File: src/rtl/rac_consts.vh
// Constants for the auxiliary relay control block.
// Assumes inclusion by bare name from the rtl/ folder.
`ifndef RAC_CONSTS_VH
`define RAC_CONSTS_VH

// Holding-register location of the relay configuration register
`define RAC_RELAY_CONFIG_ADDR   16'h0010
// Input-register location of the controller status register
`define RAC_CTRL_STATUS_ADDR    16'h0100

// Field positions in the relay configuration register
`define RAC_MANUAL_BIT          0
`define RAC_FUNC_BIT            1
`define RAC_MASK_LSB            2
`define RAC_MASK_MSB            7

// Number of alarm sources
`define RAC_NUM_ALARMS          6

// Reset value: bits 15..8 zero, 7..1 one, 0 zero
`define RAC_RELAY_CONFIG_RST    16'h00FE
// Bits that a write may change
`define RAC_RELAY_CONFIG_WMASK  16'h00FF

`endif

File: src/rtl/rac_alarm_match.v
// Masked alarm detector for the auxiliary relay.
// Assumes flags and masks aligned bit for bit; purely combinational.
`timescale 1ns/1ps
`default_nettype none

module rac_alarm_match #(
    parameter N = 6
) (
    // Alarm flags and their masks
    input  wire [N-1:0] flags_i,
    input  wire [N-1:0] masks_i,
    // Any unmasked flag set
    output wire         hit_o
);

    wire [N-1:0] gated;

    genvar g;
    generate
        for (g = 0; g < N; g = g + 1) begin : g_gate
            // A zero mask removes the flag from activation
            assign gated[g] = flags_i[g] & masks_i[g];
        end
    endgenerate

    assign hit_o = |gated;

endmodule

`default_nettype wire

File: src/rtl/rac_relay_ctrl.v
// Auxiliary relay controller: configuration register and relay drive.
// Assumes a register-protocol front end supplying one-cycle word
// writes and reads by register location, and status flags synchronous
// to clk_i.
//
// Operation
// - Relay config at holding location 16, resets to 0x00FE.
// - After reset the relay acts as an alarm relay.
// - Bit 1 selects mode: 0 manual, 1 masked alarm.
// - Manual mode: bit 0 low de-energises, high energises the relay.
// - Manual state bit has no effect in alarm mode.
// - Bits 2 to 7 mask status flags at the same positions.
// - Alarm mode energises relay when any unmasked flag is set.
// - A flag with mask zero never activates the relay.
// - Exactly six alarm sources feed the relay.
// - Writes to bits 8 to 15 are ignored; host writes zeros.
// - Flags come from controller status bits 2 to 7.
`timescale 1ns/1ps
`default_nettype none
`include "rac_consts.vh"

module rac_relay_ctrl #(
    parameter AW = 16,
    parameter DW = 16
) (
    // Clock and reset
    input  wire          clk_i,
    input  wire          rst_i,
    // Holding-register access from the protocol front end
    input  wire          reg_wr_i,
    input  wire          reg_rd_i,
    input  wire [AW-1:0] reg_addr_i,
    input  wire [DW-1:0] reg_wdata_i,
    output reg  [DW-1:0] reg_rdata_o,
    output reg           reg_ack_o,
    output reg           reg_err_o,
    // Alarm sources, one per flag
    input  wire          internal_fault_flag_i,
    input  wire          host_link_fault_flag_i,
    input  wire          chain_bus_fault_flag_i,
    input  wire          device_limit_fault_flag_i,
    input  wire          device_mismatch_fault_flag_i,
    input  wire          termination_fault_flag_i,
    // Relay coil drive, high energises (common to normally-open)
    output reg           aux_relay_o,
    // Copy of the configuration for status visibility
    output reg  [DW-1:0] relay_config_o
);

    ////////////////////////////////////////////////////////////////////
    // Declarations

    // Register constants sized to the bus so no bits are dropped silently
    localparam [AW-1:0] CFG_ADDR  = `RAC_RELAY_CONFIG_ADDR;
    localparam [DW-1:0] CFG_RST   = `RAC_RELAY_CONFIG_RST;
    localparam [DW-1:0] CFG_WMASK = `RAC_RELAY_CONFIG_WMASK;
    localparam          NA        = `RAC_NUM_ALARMS;

    // Stored configuration and its next value
    reg  [DW-1:0] relay_config_r;
    reg  [DW-1:0] relay_config_nxt;
    // Access decode
    wire          access_req;
    wire          hit_sel;
    wire          wr_hit;
    wire          rd_hit;
    // Configuration fields
    wire          relay_manual_state;
    wire          relay_function_select;
    wire [NA-1:0] masks;
    // Alarm path
    wire [NA-1:0] flags;
    wire          hit;
    reg           aux_relay_nxt;
    // Bus answer, settled ahead of the output flops
    reg           reg_ack_nxt;
    reg           reg_err_nxt;
    reg  [DW-1:0] reg_rdata_nxt;

    ////////////////////////////////////////////////////////////////////
    // Access decode

    assign access_req = reg_wr_i | reg_rd_i;
    assign hit_sel    = (reg_addr_i == CFG_ADDR);
    assign wr_hit     = reg_wr_i & hit_sel;
    assign rd_hit     = reg_rd_i & hit_sel;

    ////////////////////////////////////////////////////////////////////
    // Configuration register

    // Upper byte is cleared by the write mask, so it always reads back as zero
    always @* begin
        relay_config_nxt = relay_config_r;
        if (wr_hit) begin
            relay_config_nxt = reg_wdata_i & CFG_WMASK;
        end
    end

    always @(posedge clk_i or posedge rst_i) begin
        if (rst_i) begin
            relay_config_r <= CFG_RST;
        end else begin
            relay_config_r <= relay_config_nxt;
        end
    end

    // Named fields of the stored word
    assign relay_manual_state    = relay_config_r[`RAC_MANUAL_BIT];
    assign relay_function_select = relay_config_r[`RAC_FUNC_BIT];
    assign masks                 = relay_config_r[`RAC_MASK_MSB:`RAC_MASK_LSB];

    ////////////////////////////////////////////////////////////////////
    // Alarm matching

    // Order matches status bits 2..7 so one mask slice lines up
    assign flags = {termination_fault_flag_i,
                    device_mismatch_fault_flag_i,
                    device_limit_fault_flag_i,
                    chain_bus_fault_flag_i,
                    host_link_fault_flag_i,
                    internal_fault_flag_i};

    rac_alarm_match #(
        .N (NA)
    ) u_match (
        .flags_i (flags),
        .masks_i (masks),
        .hit_o   (hit)
    );

    ////////////////////////////////////////////////////////////////////
    // Relay source select

    // The manual bit is not looked at in alarm mode, so a stale manual
    // setting cannot hold the coil on once the alarm function is chosen
    always @* begin
        aux_relay_nxt = 1'b0;
        case (relay_function_select)
            1'b0: begin
                aux_relay_nxt = relay_manual_state;
            end
            1'b1: begin
                aux_relay_nxt = hit;
            end
            default: begin
                aux_relay_nxt = 1'b0;
            end
        endcase
    end

    ////////////////////////////////////////////////////////////////////
    // Bus answer

    always @* begin
        reg_ack_nxt   = 1'b0;
        reg_err_nxt   = 1'b0;
        reg_rdata_nxt = {DW{1'b0}};
        if (access_req) begin
            if (hit_sel) begin
                reg_ack_nxt = 1'b1;
            end else begin
                // Unknown location is flagged so the front end can reject it
                reg_err_nxt = 1'b1;
            end
        end
        // Read data is the word before any write of the same cycle
        if (rd_hit) begin
            reg_rdata_nxt = relay_config_r;
        end
    end

    ////////////////////////////////////////////////////////////////////
    // Registered outputs

    // The coil is driven from a flop so that config and flag changes
    // cannot glitch it; the price is one cycle of latency
    always @(posedge clk_i or posedge rst_i) begin
        if (rst_i) begin
            aux_relay_o <= 1'b0;
        end else begin
            aux_relay_o <= aux_relay_nxt;
        end
    end

    always @(posedge clk_i or posedge rst_i) begin
        if (rst_i) begin
            relay_config_o <= CFG_RST;
        end else begin
            relay_config_o <= relay_config_r;
        end
    end

    // Ack, error and read data each stand for one cycle per request
    always @(posedge clk_i or posedge rst_i) begin
        if (rst_i) begin
            reg_ack_o <= 1'b0;
        end else begin
            reg_ack_o <= reg_ack_nxt;
        end
    end

    // The front end turns an error pulse into a rejected request
    always @(posedge clk_i or posedge rst_i) begin
        if (rst_i) begin
            reg_err_o <= 1'b0;
        end else begin
            reg_err_o <= reg_err_nxt;
        end
    end

    // Zero outside a read hit, so a stale word is never mistaken for data
    always @(posedge clk_i or posedge rst_i) begin
        if (rst_i) begin
            reg_rdata_o <= {DW{1'b0}};
        end else begin
            reg_rdata_o <= reg_rdata_nxt;
        end
    end

endmodule

`default_nettype wire

File: config.mk
export PLATFORM = sky130hd
export DESIGN_NAME = rac_relay_ctrl
export DESIGN_NICKNAME = d
export VERILOG_FILES = /design/src/rtl/rac_alarm_match.v /design/src/rtl/rac_relay_ctrl.v
export VERILOG_INCLUDE_DIRS = /design/src /design/src/rtl
export SDC_FILE = /design/constraint.sdc
export NUM_CORES = 1
export LEC_CHECK = 0
export ABC_AREA = 1
export BUFFER_PORTS_ARGS = -buffer_cell sky130_fd_sc_hd__buf_2
export CORE_UTILIZATION = 40
export DETAILED_ROUTE_END_ITERATION = 16
export GPL_TIMING_DRIVEN = 0
export PLACE_DENSITY_LB_ADDON = 0.05
export SETUP_SLACK_MARGIN = 0.15
export SLEW_MARGIN = 30
export SYNTH_ARGS = -nofsm -noshare
export SYNTH_HDL_FRONTEND = slang
export SYNTH_SLANG_ARGS = --single-unit
File: constraint.sdc
create_clock -name clk_i -period 1.8 [get_ports clk_i]
set_clock_uncertainty 0.2 [all_clocks]
set_input_delay 0.18 -clock clk_i [delete_from_list [all_inputs] [get_ports clk_i]]
set_output_delay 0.18 -clock clk_i [all_outputs]
set_load 0.05 [all_outputs]
; ---- Word-level counts from Yosys, hierarchy flattened
; Index checks and enable logic that the tools add are counted.
[totals]
reg_bits = 35
input_bits = 42
[op_classes]
bitwise_logic = 10
eq_ne = 1
n_reduce_logical = 1
mux = 6
[ops]
columns = cell, n
row1 = $eq A16 B5 Y1 const B, 1
row2 = $and A1 B1 Y1, 8
row3 = $mux W8, 1
row4 = $reduce_or A6 Y1, 1
row5 = $mux W1, 4
row6 = $pmux W1 S2, 1
row7 = $not A1 Y1, 1
row8 = $or A1 B1 Y1, 1

; ---- Depth between registers and ports, before layout
[logic_depth]
depth_word = 3
mapped_depth = 6
mapped_depth_nobuf = 6

; ---- Modules after synthesis
; A second synthesis with hierarchy kept.
[hier_totals]
cells_unflattened = 121
area_unflattened_um2 = 1169.9
[modules_own_cells]
columns = mod, cells_per_inst, area_per_inst_um2, seq_area_each_um2, n_inst
row1 = rac_relay_ctrl, 109, 1124.8, 693.2, 1
row2 = rac_alarm_match, 12, 45.0, 0.0, 1

; ---- Worst setup path before layout
; No wires, ideal clock.
[synth_path]
kind = input port to flip-flop
from = input reg_addr_i[15]
to = register reg_rdata_o[0]
slack_ns = 0.717
path_stages = 6
t_arrival_ns = 0.810
setup_time_ns = 0.072
cell_sequence = nor2_1 > nand2_1 > nor2_2 > buf_6 > nand3_4 > nor2_1
[synth_via]
elab_chain_cells = 3
[synth_rtl]
columns = element, line
row1 = start: declaration, rac_relay_ctrl.v:32  ; input wire [AW-1:0] reg_addr_i,
row2 = $eq A16 B5 Y1, rac_relay_ctrl.v:84  ; assign hit_sel = (reg_addr_i == CFG_ADDR);
row3 = $and A1 B1 Y1, rac_relay_ctrl.v:86  ; assign rd_hit = reg_rd_i & hit_sel;
row4 = $mux W8, rac_relay_ctrl.v:167  ; if (rd_hit) begin
row5 = named net reg_rdata_nxt[0], rac_relay_ctrl.v:78  ; reg [DW-1:0] reg_rdata_nxt;
row6 = end signal: assignment, rac_relay_ctrl.v:214  ; reg_rdata_o <= {DW{1'b0}};
row7 = end signal: assignment, rac_relay_ctrl.v:216  ; reg_rdata_o <= reg_rdata_nxt;
row8 = end: declaration, rac_relay_ctrl.v:34  ; output reg [DW-1:0] reg_rdata_o,
; The timed path passes the listed nets, and every way through them passes these cells.
; A chain may end at the register's enable or synchronous reset.

; ---- Final worst setup path
[layout_path]
from = input reg_rd_i
to = register reg_err_o
[layout_via]
elab_chain_cells = 2
[layout_rtl]
columns = element, line
row1 = start: declaration, rac_relay_ctrl.v:31  ; input wire reg_rd_i,
row2 = $or A1 B1 Y1, rac_relay_ctrl.v:83  ; assign access_req = reg_wr_i | reg_rd_i;
row3 = $mux W1, rac_relay_ctrl.v:158  ; if (access_req) begin
row4 = named net reg_err_nxt, rac_relay_ctrl.v:77  ; reg reg_err_nxt;
row5 = end signal: assignment, rac_relay_ctrl.v:207  ; reg_err_o <= reg_err_nxt;
row6 = end: declaration, rac_relay_ctrl.v:36  ; output reg reg_err_o,
; The timed path passes the listed nets, and every way through them passes these cells.

==> flow_summary_export.csv <==
group,metric,value,unit
global_route,grt_pass1_vias,954,
yosys,synth_top_area_share,31.7,%
global_route,antenna_found_initial,0,
placed_design,globalplace.congestion,0.708,
sta,max_slew_margin,65.8,%
layout,drive_gt1_share,45.4,%
placed_design,io_buffers,51,
critical_path,cp.required,1.81,ns
sta,fin_crit,1.51,ns
yosys,synth.area.top_cells,"dfstp_2 (32%), dfrtp_1 (28%), buf_4 (11%)",
sta,period_share,83.7,%
layout,final_util,62.2,%
route,via_count,1017,
sta,fmax,0.664,GHz
sta,hold_viol_final,0,
cts,tritoncts,"built",
cts,cts_resized,0,
critical_path,worstSetupPathType,"in2reg",
sta,rsz0062_at_grt,"false",
floorplan,dieWidth,55.8,um
route,vias_per_cell,4.31,
route,wl,2.23,mm
layout,num_antenna_cells,0,
critical_path,arrival,1.52,ns
cts,cts_buffer_depth,2,
critical_path,worst-path-max-fanout,2,
sta,worst_pin_slew,0.512,ns
yosys,syn_inst,117,
route,antenna_left,0,
cts,htree_levels,1,
sta,setup_ws,0.294,ns
placed_design,place_ws,0.476,ns
placed_design,dp_hpwl,1.62,mm
critical_path,crit_start,"reg_rd_i",
global_route,grt_start_max_net_pins,28,
floorplan,die_h,55.8,um
yosys,yosys.area.top_type,"dfstp_2",
critical_path,r2r_cells,4,
global_route,grt_pass1_wl,3.75,mm
route,firstDrtPassIters,4,
global_route,gr-total-overflow,0,
critical_path,crit_path_end,"reg_err_o",
critical_path,r2r_end,"aux_relay_o",
yosys,ys_seq_area_share,59.8,%
yosys,synth.distinct_cells,15,
critical_path,reg2reg_slack,0.60,ns
floorplan,initial_core_util,42.0,%
sta,setup_violations,0,
yosys,ys_ff_latch,27,
critical_path,reg2reg_from,"relay_config_r[2]",
floorplan,dieArea,0.00312,mm^2
route,drc_errors,0,
route,first_iter_violations,7,
layout,fin_nets,248,
min_path,hold_path.class,"in2reg",
outcome,status,"finished, final reports clean",
job,maxCapViolations,0,
power,vdd_drop_max,0.523,mV
global_route,track_usage,15.5,%
floorplan,ios,77,
critical_path,worst_setup_path_end_kind,"flop",
power,p_leak,0.902,nW
critical_path,start_kind,"input port",
yosys,yosysWarnings,0,
cts,clk_latency,0.31,ns
sta,slew_viol_final,0,
power,p_per_area,605,mW/mm^2
cts,clk_pin_slew_worst_paths,0.13,ns
route,wl_per_cell,9.47,um
floorplan,rows,19,
cts,clkSinkCount,27,
floorplan,core_area,0.00276,mm^2
layout,areaGrowthSynthToFinish,48.1,%
cts,cts_buffers,3,
sta,setup_tns,0,ns
cts,root_buffer,"clkbuf_4",
yosys,avgSynthCellArea,9.90,um^2
yosys,synthesis.area,0.00116,mm^2
[per-layer routing]
layer | wire length, um | global-route usage (%) | up-vias
met2 | 1190 | 28.1 | 58
met3 | 166 | 1.63 | 0
li1 | - | - | 508
met5 | 0 | 0 | -
met4 | 0 | 7.32 | 0
met1 | 874 | 18.4 | 451
[cells in the mapped netlist]
cell and number:
a21oi_1 2, buf_2 1, buf_4 17, buf_6 1
conb_1 1, dfrtp_1 13, dfstp_2 14, inv_1 10
nand2_1 26, nand3_1 2, nand3_2 1, nand3_4 1
nand4_1 9, nor2_1 16, nor2_2 3
[layout by cell type, fill, tap and decap left out]
cell type	n
nand3_4	1
buf_2	52
clkbuf_4	3
dfrtp_1	13
nand3_2	1
clkbuf_1	1
buf_4	17
nand2_1	26
dlygate4sd3_1	18
nor2_1	16
inv_2	1
dfstp_2	14
nand3_1	2
nand4_1	9
conb_1	16
nor2_2	3
inv_1	9
a21oi_1	2
buf_6	1
[state kept, by name, summed over array words and instances, names as in the netlist]
signal,flops
aux_relay_o,1
reg_ack_o,1
reg_err_o,1
reg_rdata_o,8
relay_config_o,8
relay_config_r,8
[worst max-delay path, cell delays in order]
cell and delay [ns]:
dlygate4sd3_1 0.52, buf_2 0.14, nor2_1 0.09, dlygate4sd3_1 0.55, a21oi_1 0.04
[timing repair]
item | CTS | global route
hold endpoints to repair | 26 | 0
hold buffers | 18 | 0
setup buffers | 0 | 0
[kinds of logic after synthesis]
family | count (synthesis) | share of synthesized area (%)
AND/OR/NAND/NOR | 58 | 23.3
other | 1 | 0.324
AO/OA/AOI/OAI | 2 | 0.864
buffers and inverters | 29 | 15.7
flip-flops | 27 | 59.8
[report_power, final]
group / total, mW / internal (mW) / switching, mW
Clock: 0.245 / 0.0865 / 0.159
Sequential: 0.610 / 0.610 / 0.000465
Combinational: 0.182 / 0.0687 / 0.113
Total: 1.04 / 0.765 / 0.273
[cell type report]
| class | count | area, um^2 |
|---|---|---|
| flip-flops and latches | 27 | 693 |
| fillers | 233 | 1040 |
| clock buffers | 4 | 26.3 |
| well taps | 31 | 38.8 |
| plain buffers | 19 | 144 |
| multi-input cells | 76 | 340 |
| repair buffers | 69 | 435 |
| inverters | 10 | 37.5 |
[worst min path at each step]
stage | startpoint | to | slack [ns] | cells after the start
5_1_grt | reg_wr_i | relay_config_r[0] | 0.05 | 3
3_5_place_dp | relay_config_r[3] | relay_config_o[3] | 0.18 | 0
3_3_place_gp | relay_config_r[4] | relay_config_o[4] | 0.17 | 0
4_1_cts | reg_wr_i | relay_config_r[0] | 0.003 | 3
6_report | reg_wr_i | relay_config_r[0] | 0.009 | 3
2_1_floorplan | rst_i | aux_relay_o | 0.02 | 1
[per-stage QoR]
stage	instances	power, mW	hold slack [ns]	cell area (um^2)
after detailed placement	214	0.784	0.177	1510
after CTS	236	1.05	0.00284	1720
after global placement	214	0.782	0.174	1510
after floorplan	132	0.743	0.0223	1210
final	236	1.04	0.00921	1720
after global routing	236	1.08	0.0501	1720
Note: power is estimated with default switching activity, not from simulation.
